**src/rtl/sync_output_timing_defines.svh**
```systemverilog
// Constants of the output synchronisation parameter block.
// Assumes inclusion from the package only.
`ifndef SYNC_OUTPUT_TIMING_DEFINES_SVH
`define SYNC_OUTPUT_TIMING_DEFINES_SVH
// ****************************************
// Subindex map
// ****************************************
`define SUB_ENTRY_COUNT     8'h00
`define SUB_MODE_SELECT     8'h01
`define SUB_CYCLE_PERIOD    8'h02
`define SUB_SHIFT_DELAY     8'h03
`define SUB_SUPPORTED       8'h04
`define SUB_MIN_CYCLE       8'h05
`define SUB_PAIR_SPACING    8'h06
`define SUB_MIN_SAMPLE      8'h07
`define SUB_MEASURE_CTRL    8'h08
`define SUB_MAX_OUT_DELAY   8'h09
`define SUB_MISSED_COUNT    8'h0b
`define SUB_OVERRUN_COUNT   8'h0c
`define SUB_SHORT_COUNT     8'h0d
`define SUB_LATE_FLAG       8'h20
// ****************************************
// Reset and fixed values
// ****************************************
`define RST_ENTRY_COUNT     8'h20
`define RST_MODE_SELECT     16'h0001
`define RST_CYCLE_PERIOD    32'h000f4240
`define RST_SUPPORTED       16'hc807
`define RST_MIN_CYCLE       32'h000186a0
`define RST_MEASURE_CTRL    16'h0000
// ****************************************
// Field positions, timing and commands
// ****************************************
`define SUP_FREE_RUN_BIT    0
`define SUP_SM2_BIT         1
`define SUP_DC_LSB          2
`define SUP_DYNAMIC_BIT     14
`define CLK_PERIOD_NS       32'h00000064
`define CMD_STOP            16'h0000
`define CMD_START           16'h0001
`endif

```
**src/rtl/sync_output_timing_pkg.sv**
```systemverilog
// Types of the output synchronisation parameter block.
// Assumes the defines header sits beside it.
package sync_output_timing_pkg;
`include "sync_output_timing_defines.svh"

    typedef enum logic [1:0] {
        MODE_FREE_RUN = 2'h0,
        MODE_SM2      = 2'h1,
        MODE_SYNC0    = 2'h2,
        MODE_SYNC1    = 2'h3
    } sync_mode_t;

    typedef struct packed {
        logic        sm2_event;
        logic        sync0_event;
        logic        sync1_event;
        logic        outputs_done;
        logic        inputs_sampled;
        logic        inputs_ready;
        logic        operational;
    } timing_events_t;

    typedef struct packed {
        logic [31:0] shift_ns;
        logic [31:0] calc_ns;
        logic [31:0] max_delay_ns;
    } input_set_t;

    typedef struct packed {
        logic        wr_en;
        logic        rd_en;
        logic [7:0]  subindex;
        logic [31:0] wr_data;
    } od_req_t;

    typedef struct packed {
        sync_mode_t  mode;
        logic [31:0] cycle_ns;
        logic [31:0] shift_ns;
        logic [31:0] min_cycle_ns;
        logic [31:0] calc_ns;
        logic [31:0] min_sample_ns;
        logic [31:0] max_delay_ns;
        input_set_t  in_set;
        logic [15:0] cmd;
        logic [15:0] missed;
        logic [15:0] overrun;
        logic [15:0] short_cnt;
        logic        late;
        logic [31:0] t_sync0;
        logic [31:0] t_sync1;
        logic [31:0] t_start;
        logic [31:0] t_local;
        logic [31:0] t_sample;
        logic        seen0;
        logic        seen1;
        logic        sm_seen;
        logic        out_pend;
        logic        tick;
        logic [31:0] rd_data;
        logic        rd_valid;
        logic        wr_err;
    } state_t;
endpackage

```
**src/rtl/sync_output_timing_params.sv**
```systemverilog
// Output synchronisation parameter block with cycle time measurement.
// Assumes event inputs are one-cycle pulses synchronous to core_clk.
// Notes on behaviour
// - Entry count subindex reads 0x20.
// - Mode 0 free run, 1 SM2 event, 2 SYNC0, 3 SYNC1; default 1.
// - Cycle time in ns sets timer, master or SYNC period; default 1000000.
// - Read-only shift time: SYNC0 to outputs driven, DC mode only.
// - Supported modes bit field reads 0xc807.
// - Minimum cycle time read-only in ns, default 100000.
// - Calc-and-copy gives needed SYNC0 to SYNC1 spacing, DC mode only.
// - Minimum delay: SYNC1 to input sampling, DC mode only.
// - Command 1 starts local cycle measurement, 0 stops it.
// - While measuring, timing entries of both sets keep largest values.
// - Starting a measurement clears previously captured maxima.
// - Maximum delay: SYNC1 to outputs driven, DC mode only.
// - Counter of missed SM events in operational state, DC mode.
// - Counter of late cycle completion or early next cycle.
// - Counter of too short SYNC0 to SYNC1 intervals, DC mode.
// - Late output flag for most recent cycle, DC mode, resets false.
`timescale 1ns/1ns
module sync_output_timing_params
    import sync_output_timing_pkg::*;
(
    // Clock and reset
    input  wire logic           core_clk,
    input  wire logic           nrst,
    // Object dictionary access
    input  wire od_req_t        od_req,
    output logic [31:0]         od_rd_data,
    output logic                od_rd_valid,
    output logic                od_wr_err,
    // Timing events
    input  wire timing_events_t ev,
    // Cycle start to application
    output logic                cycle_tick,
    // Input side measured values
    output input_set_t          in_set
);

    // ****************************************
    // Helpers
    // ****************************************
    function automatic logic [15:0] sat_inc(input logic [15:0] v);
        sat_inc = (v == 16'hffff) ? v : v + 16'h0001;
    endfunction

    function automatic logic [31:0] run(input logic [31:0] v);
        logic [32:0] s;
        s = {1'b0, v} + {1'b0, `CLK_PERIOD_NS};
        run = s[32] ? 32'hffffffff : s[31:0];
    endfunction

    function automatic logic [31:0] maxv(input logic [31:0] a,
                                         input logic [31:0] b);
        maxv = (b > a) ? b : a;
    endfunction

    state_t q;
    state_t d;
    logic   is_dc;
    logic   start;
    logic   local_wrap;

    // ****************************************
    // Next state
    // ****************************************
    always_comb begin
        d = q;
        d.rd_valid = 1'b0;
        d.wr_err = 1'b0;
        is_dc = (q.mode == MODE_SYNC0) || (q.mode == MODE_SYNC1);
        local_wrap = (run(q.t_local) >= q.cycle_ns);
        unique case (q.mode)
            MODE_FREE_RUN: start = local_wrap;
            MODE_SM2:      start = ev.sm2_event;
            MODE_SYNC0:    start = ev.sync0_event;
            MODE_SYNC1:    start = ev.sync1_event;
        endcase
        d.tick = start;

        // Running timers since each reference event
        d.t_local = local_wrap ? 32'h0 : run(q.t_local);
        d.t_sync0 = ev.sync0_event ? 32'h0 : run(q.t_sync0);
        d.t_sync1 = ev.sync1_event ? 32'h0 : run(q.t_sync1);
        d.t_start = start ? 32'h0 : run(q.t_start);
        d.t_sample = ev.inputs_sampled ? 32'h0 : run(q.t_sample);
        if (ev.sync0_event) begin
            d.seen0 = 1'b1;
        end
        if (ev.sync1_event) begin
            d.seen1 = 1'b1;
        end

        // Missed SM event between two SYNC0 events
        if (ev.sm2_event) begin
            d.sm_seen = 1'b1;
        end
        if (ev.sync0_event) begin
            d.sm_seen = ev.sm2_event;
            if (is_dc && ev.operational && q.seen0 && !q.sm_seen) begin
                d.missed = sat_inc(q.missed);
            end
        end

        // Short SYNC0 to SYNC1 spacing
        if (ev.sync1_event && is_dc && q.seen0 && !ev.sync0_event
            && (q.t_sync0 < q.calc_ns)) begin
            d.short_cnt = sat_inc(q.short_cnt);
        end

        // Cycle completion and overrun
        if (ev.outputs_done) begin
            d.out_pend = 1'b0;
        end
        if (start) begin
            d.out_pend = 1'b1;
            if (ev.operational && q.out_pend && !ev.outputs_done) begin
                d.overrun = sat_inc(q.overrun);
            end
            if (is_dc) begin
                d.late = q.out_pend && !ev.outputs_done;
            end
        end

        // Measurement of dynamic times
        if (q.cmd == `CMD_START) begin
            if (ev.outputs_done) begin
                d.min_cycle_ns = maxv(q.min_cycle_ns, q.t_start);
                if (is_dc) begin
                    d.shift_ns = maxv(q.shift_ns, q.t_sync0);
                    d.calc_ns = maxv(q.calc_ns, q.t_start);
                    if (q.seen1) begin
                        d.max_delay_ns = maxv(q.max_delay_ns,
                                              q.t_sync1);
                    end
                end
            end
            if (ev.inputs_sampled && is_dc) begin
                d.in_set.shift_ns = maxv(q.in_set.shift_ns,
                                         q.t_sync0);
                if (q.seen1) begin
                    d.min_sample_ns = maxv(q.min_sample_ns, q.t_sync1);
                    d.in_set.max_delay_ns = maxv(q.in_set.max_delay_ns,
                                                 q.t_sync1);
                end
            end
            if (ev.inputs_ready && is_dc) begin
                d.in_set.calc_ns = maxv(q.in_set.calc_ns,
                                        q.t_sample);
            end
        end

        // Writes
        if (od_req.wr_en) begin
            unique case (od_req.subindex)
                `SUB_MODE_SELECT: begin
                    if (od_req.wr_data[31:2] == 30'h0) begin
                        d.mode = sync_mode_t'(od_req.wr_data[1:0]);
                    end else begin
                        d.wr_err = 1'b1;
                    end
                end
                `SUB_CYCLE_PERIOD: begin
                    d.cycle_ns = od_req.wr_data;
                end
                `SUB_MEASURE_CTRL: begin
                    if (od_req.wr_data == {16'h0, `CMD_START}) begin
                        d.cmd = `CMD_START;
                        if (q.cmd != `CMD_START) begin
                            d.shift_ns = 32'h0;
                            d.min_cycle_ns = 32'h0;
                            d.calc_ns = 32'h0;
                            d.min_sample_ns = 32'h0;
                            d.max_delay_ns = 32'h0;
                            d.in_set = '0;
                        end
                    end else if (od_req.wr_data == {16'h0, `CMD_STOP}) begin
                        d.cmd = `CMD_STOP;
                    end else begin
                        d.wr_err = 1'b1;
                    end
                end
                default: d.wr_err = 1'b1;
            endcase
        end

        // Reads
        if (od_req.rd_en) begin
            d.rd_valid = 1'b1;
            unique case (od_req.subindex)
                `SUB_ENTRY_COUNT:   d.rd_data = {24'h0, `RST_ENTRY_COUNT};
                `SUB_MODE_SELECT:   d.rd_data = {30'h0, q.mode};
                `SUB_CYCLE_PERIOD:  d.rd_data = q.cycle_ns;
                `SUB_SHIFT_DELAY:   d.rd_data = q.shift_ns;
                `SUB_SUPPORTED:     d.rd_data = {16'h0, `RST_SUPPORTED};
                `SUB_MIN_CYCLE:     d.rd_data = q.min_cycle_ns;
                `SUB_PAIR_SPACING:  d.rd_data = q.calc_ns;
                `SUB_MIN_SAMPLE:    d.rd_data = q.min_sample_ns;
                `SUB_MEASURE_CTRL:  d.rd_data = {16'h0, q.cmd};
                `SUB_MAX_OUT_DELAY: d.rd_data = q.max_delay_ns;
                `SUB_MISSED_COUNT:  d.rd_data = {16'h0, q.missed};
                `SUB_OVERRUN_COUNT: d.rd_data = {16'h0, q.overrun};
                `SUB_SHORT_COUNT:   d.rd_data = {16'h0, q.short_cnt};
                `SUB_LATE_FLAG:     d.rd_data = {31'h0, q.late};
                default:            d.rd_data = 32'h0;
            endcase
        end
    end

    // ****************************************
    // State register
    // ****************************************
    always_ff @(posedge core_clk or negedge nrst) begin
        if (!nrst) begin
            q <= '0;
            q.mode <= MODE_SM2;
            q.cycle_ns <= `RST_CYCLE_PERIOD;
            q.min_cycle_ns <= `RST_MIN_CYCLE;
            q.cmd <= `RST_MEASURE_CTRL;
        end else begin
            q <= d;
        end
    end

    // ****************************************
    // Outputs
    // ****************************************
    assign od_rd_data = q.rd_data;
    assign od_rd_valid = q.rd_valid;
    assign od_wr_err = q.wr_err;
    assign cycle_tick = q.tick;
    assign in_set = q.in_set;
endmodule

```
**config.mk**
```make
export PLATFORM = sky130hd
export DESIGN_NAME = sync_output_timing_params
export DESIGN_NICKNAME = d
export VERILOG_FILES = /design/src/rtl/sync_output_timing_pkg.sv /design/src/rtl/sync_output_timing_params.sv
export VERILOG_INCLUDE_DIRS = /design/src /design/src/rtl
export SDC_FILE = /design/constraint.sdc
export NUM_CORES = 2
export LEC_CHECK = 0
export CORE_UTILIZATION = 43
export CTS_BUF_LIST = sky130_fd_sc_hd__clkbuf_4
export CTS_CLUSTER_SIZE = 30
export DETAILED_ROUTE_END_ITERATION = 8
export DONT_BUFFER_PORTS = 1
export GPL_TIMING_DRIVEN = 0
export HOLD_SLACK_MARGIN = 0.15
export PLACE_DENSITY = 0.68
export SKIP_CTS_REPAIR_TIMING = 1
export SLEW_MARGIN = 20
export SYNTH_ARGS = -nofsm -noshare
export SYNTH_HDL_FRONTEND = slang
export SYNTH_SLANG_ARGS = --single-unit
```
**constraint.sdc**
```tcl
create_clock -name core_clk -period 4.54 [get_ports core_clk]
set_input_delay 0.454 -clock core_clk [delete_from_list [all_inputs] [get_ports core_clk]]
set_output_delay 0.454 -clock core_clk [all_outputs]
set_load 0.05 [all_outputs]
```
==> flow_summary.toml <==
[layout]
area_delta_synth_final_pct = 12.9
stdcell_area_sq_um = 37900
drive_above_1_share_pct = 13.2
fin_nets = 4230
final_cells = 5007

[timing]
min_period_ns = 4.43
max-slew-margin-rel_pct = -142
drv_slew = 409
fin_crit_sh_pct = 97.6
finalHoldViolations = 517
fin_hold_ws_ns = -0.857
clock.fmax_ghz = 0.226
clock_skew_ns = 0.0994
worst_pin_slew_ns = 3.62
finalSetupViolCount = 0
tns_ns = 0

[yosys]
synth.area.top_cells = "dfrtp_1, ha_1, mux2i_1, a21oi_1, nor2_1"
synth_edf_count = 0
async_flop_share_pct = 100
syn_inst = 3610
synth-seq-cells = 535
synth.avg_cell_area_sq_um = 9.30
synth_top_area_share_pct = 38.8
ys_seq_area_share_pct = 39.9
synth_warnings = 0
synth_fp_nets = 3988
synth.most_common_cell = "dfrtp_1"
yosys.area.top_type = "dfrtp_1"
synthDistinctLibCells = 70
netlist_area_sq_um = 33600
netlist_top_cells_count = "dfrtp_1, nor2_1, ha_1"
synth_ff_type = "dfrtp_1"

[clock_network]
insertion_delay_ns = 1.05
numCtsBuffers = 153
cts.clk_slew.worst_paths_ns = 0.08
cts_tree = "done"
h-tree-depth = 4
cts_sinks = 535
cts_root_buf = "clkbuf_4"
clk_path_buf_depth = 3

[worst_setup_path]
cp-end-kind = "flip-flop"
crit_start = "q[73]$_DFF_PN0_"
arrival_ns = 5.30
timing.rr.start = "q[73]$_DFF_PN0_"
path_common_cell = "buf_4"
cpPeakStageDelay_ns = 0.39
crit_path_end = "q[82]$_DFF_PN0_"
r2r_end = "q[82]$_DFF_PN0_"
cp_slowest_cell = "dfrtp_2"
r2r_cells = 20
crit_type = "reg -> reg"
cp_cell_sequence = "ha_2, a211oi_4, nor4b_4, buf_4, nand3_4, or3_1, buf_2, clkbuf_4, nand2_1, ha_1, nand4_1, nor3_2, nand2_1, a311oi_4, buf_4, buf_4, or2_2, buf_2, clkbuf_4, a21oi_1"
cp-start-kind = "flip-flop"
cp.required_ns = 5.41
worst-r2r-setup-slack_ns = 0.11
worst-path-max-fanout = 10

[route]
first_iter_violations = 2442
drc_errors = 0
post_drt_via_cell_ratio = 5.64
postRouteAntennaNets = 0
wirelength_um = 103000
vias = 28200
drt_pass1_iterations = 6
wl_per_cell_um = 20.6

[power_and_ir_drop]
vdd_drop_max_mv = 0.249
powerDensity_nw_per_um2 = 320
finalPower_uw = 12100
p_leak_uw = 0.0191

[global_routing]
grt_pass1_vias = 26700
grt_antenna_before_repair = 5
grt_max_degree = 536
grt_overflow_total = 0
grt_pass1_wl_um = 156000
grt_usage_pct = 25.6

[run_status]
failed_checks = "hold timing, slew limit"
status = "finished, violations left"

[run]
drv_cap = 0

[placement]
place.gp.congestion = 0.973
port_buffers = 0
dp_cells = 4651
hpwl_um = 75900
placed_area_sq_um = 34900

[die]
fp.dieH_um = 281
fp.coreArea_sq_um = 77300
dieArea_sq_um = 79200
rows = 102
initial_core_util_pct = 43.4
fp.dieW_um = 281
ios = 182

[hold_path]
hold_path_class = "in -> async"
placed cells by master (no fill, tap or decap), drive strengths merged, types with 9 or more instances in the layout:
master / Yosys / layout
a311oi: 9 / 9
nand2b: 17 / 17
o21a: 13 / 13
o211ai: 12 / 12
nor2b: 22 / 22
nand3b: 9 / 9
nand4: 84 / 84
dfrtp: 521 / 521
a211oi: 31 / 31
o21ai: 152 / 152
a22oi: 51 / 51
and3: 38 / 38
dfstp: 14 / 14
a21o: 31 / 31
and2: 15 / 15
nor3: 39 / 39
mux2: 38 / 38
a221oi: 30 / 30
clkinv: 0 / 37
clkbuf: 91 / 303
xnor2: 85 / 85
a31oi: 26 / 26
nand2: 197 / 197
dlygate4sd3: 0 / 73
nor4: 26 / 26
and4: 30 / 30
buf: 197 / 211
mux2i: 217 / 217
xor2: 70 / 70
nor2: 343 / 343
a21oi: 292 / 292
nand3: 162 / 162
o31ai: 12 / 12
ha: 327 / 327
inv: 320 / 327
nor3b: 9 / 9
critical path: cells and delay by family (launching register included):
family          cells  cell delay (ns)
buf+inv             7             1.46
simple gates        8             1.55
compound gates      3             0.43
flops               1             0.39
fa+ha+maj           2             0.38
report_power, final:
part	switching, uW	internal [uW]
Sequential	287	4930
Clock	2230	2390
Combinational	1400	906
Total	3920	8230
kinds of logic after synthesis:
| family | Yosys count | synth area share (%) |
|---|---|---|
| fa+ha+maj | 327 | 12.2 |
| buf+inv | 608 | 8.50 |
| flops | 535 | 39.9 |
| compound gates | 719 | 13.1 |
| xor+xnor | 155 | 4.04 |
| mux | 255 | 7.74 |
| simple gates | 1011 | 14.5 |
sequential cells by signal, indices dropped and copies added (netlist names):
register     flops
od_rd_data      32
od_wr_err        1
od_rd_valid      1
q              404
cycle_tick       1
in_set          96
cell type report:
| cell class | count | area (sq um) |
|---|---|---|
| fillers | 7339 | 39400 |
| multi-input cells | 2467 | 17500 |
| flip-flops and latches | 535 | 13400 |
| plain buffers | 288 | 1690 |
| clock buffers | 212 | 1590 |
| well taps | 1040 | 1300 |
| inverters | 320 | 1200 |
| repair buffers | 87 | 873 |
| clock inverters | 50 | 334 |
| diodes | 8 | 20.0 |
worst min path at each step:
stage               cells past startpoint                   end  start
floorplan                               0  cycle_tick$_DFF_PN0_   nrst
global placement                        0  in_set[45]$_DFF_PN0_   nrst
detailed placement                      0  in_set[45]$_DFF_PN0_   nrst
CTS                                     0  in_set[45]$_DFF_PN0_   nrst
global route                            0       q[54]$_DFF_PN0_   nrst
finish                                  0  in_set[45]$_DFF_PN0_   nrst
per-stage QoR:
stage          util [%]  worst slack, ns
4_1_cts            47.6            -1.51
6_report           49.0            0.110
3_5_place_dp       45.1            -1.39
3_3_place_gp       45.1            -1.34
2_1_floorplan         -            0.536
5_1_grt            49.0          -0.0555
layer usage:
| metal | up-vias | part of all wire, % | GRT usage, % |
|---|---|---|---|
| met5 | - | 0.012 | 0 |
| met4 | 2 | 3.6 | 10.9 |
| met3 | 207 | 8.4 | 5.97 |
| met2 | 1117 | 45 | 39.9 |
| met1 | 13700 | 42 | 34.0 |
| li1 | 13200 | - | - |
Note: power is estimated with default switching activity, not from simulation.
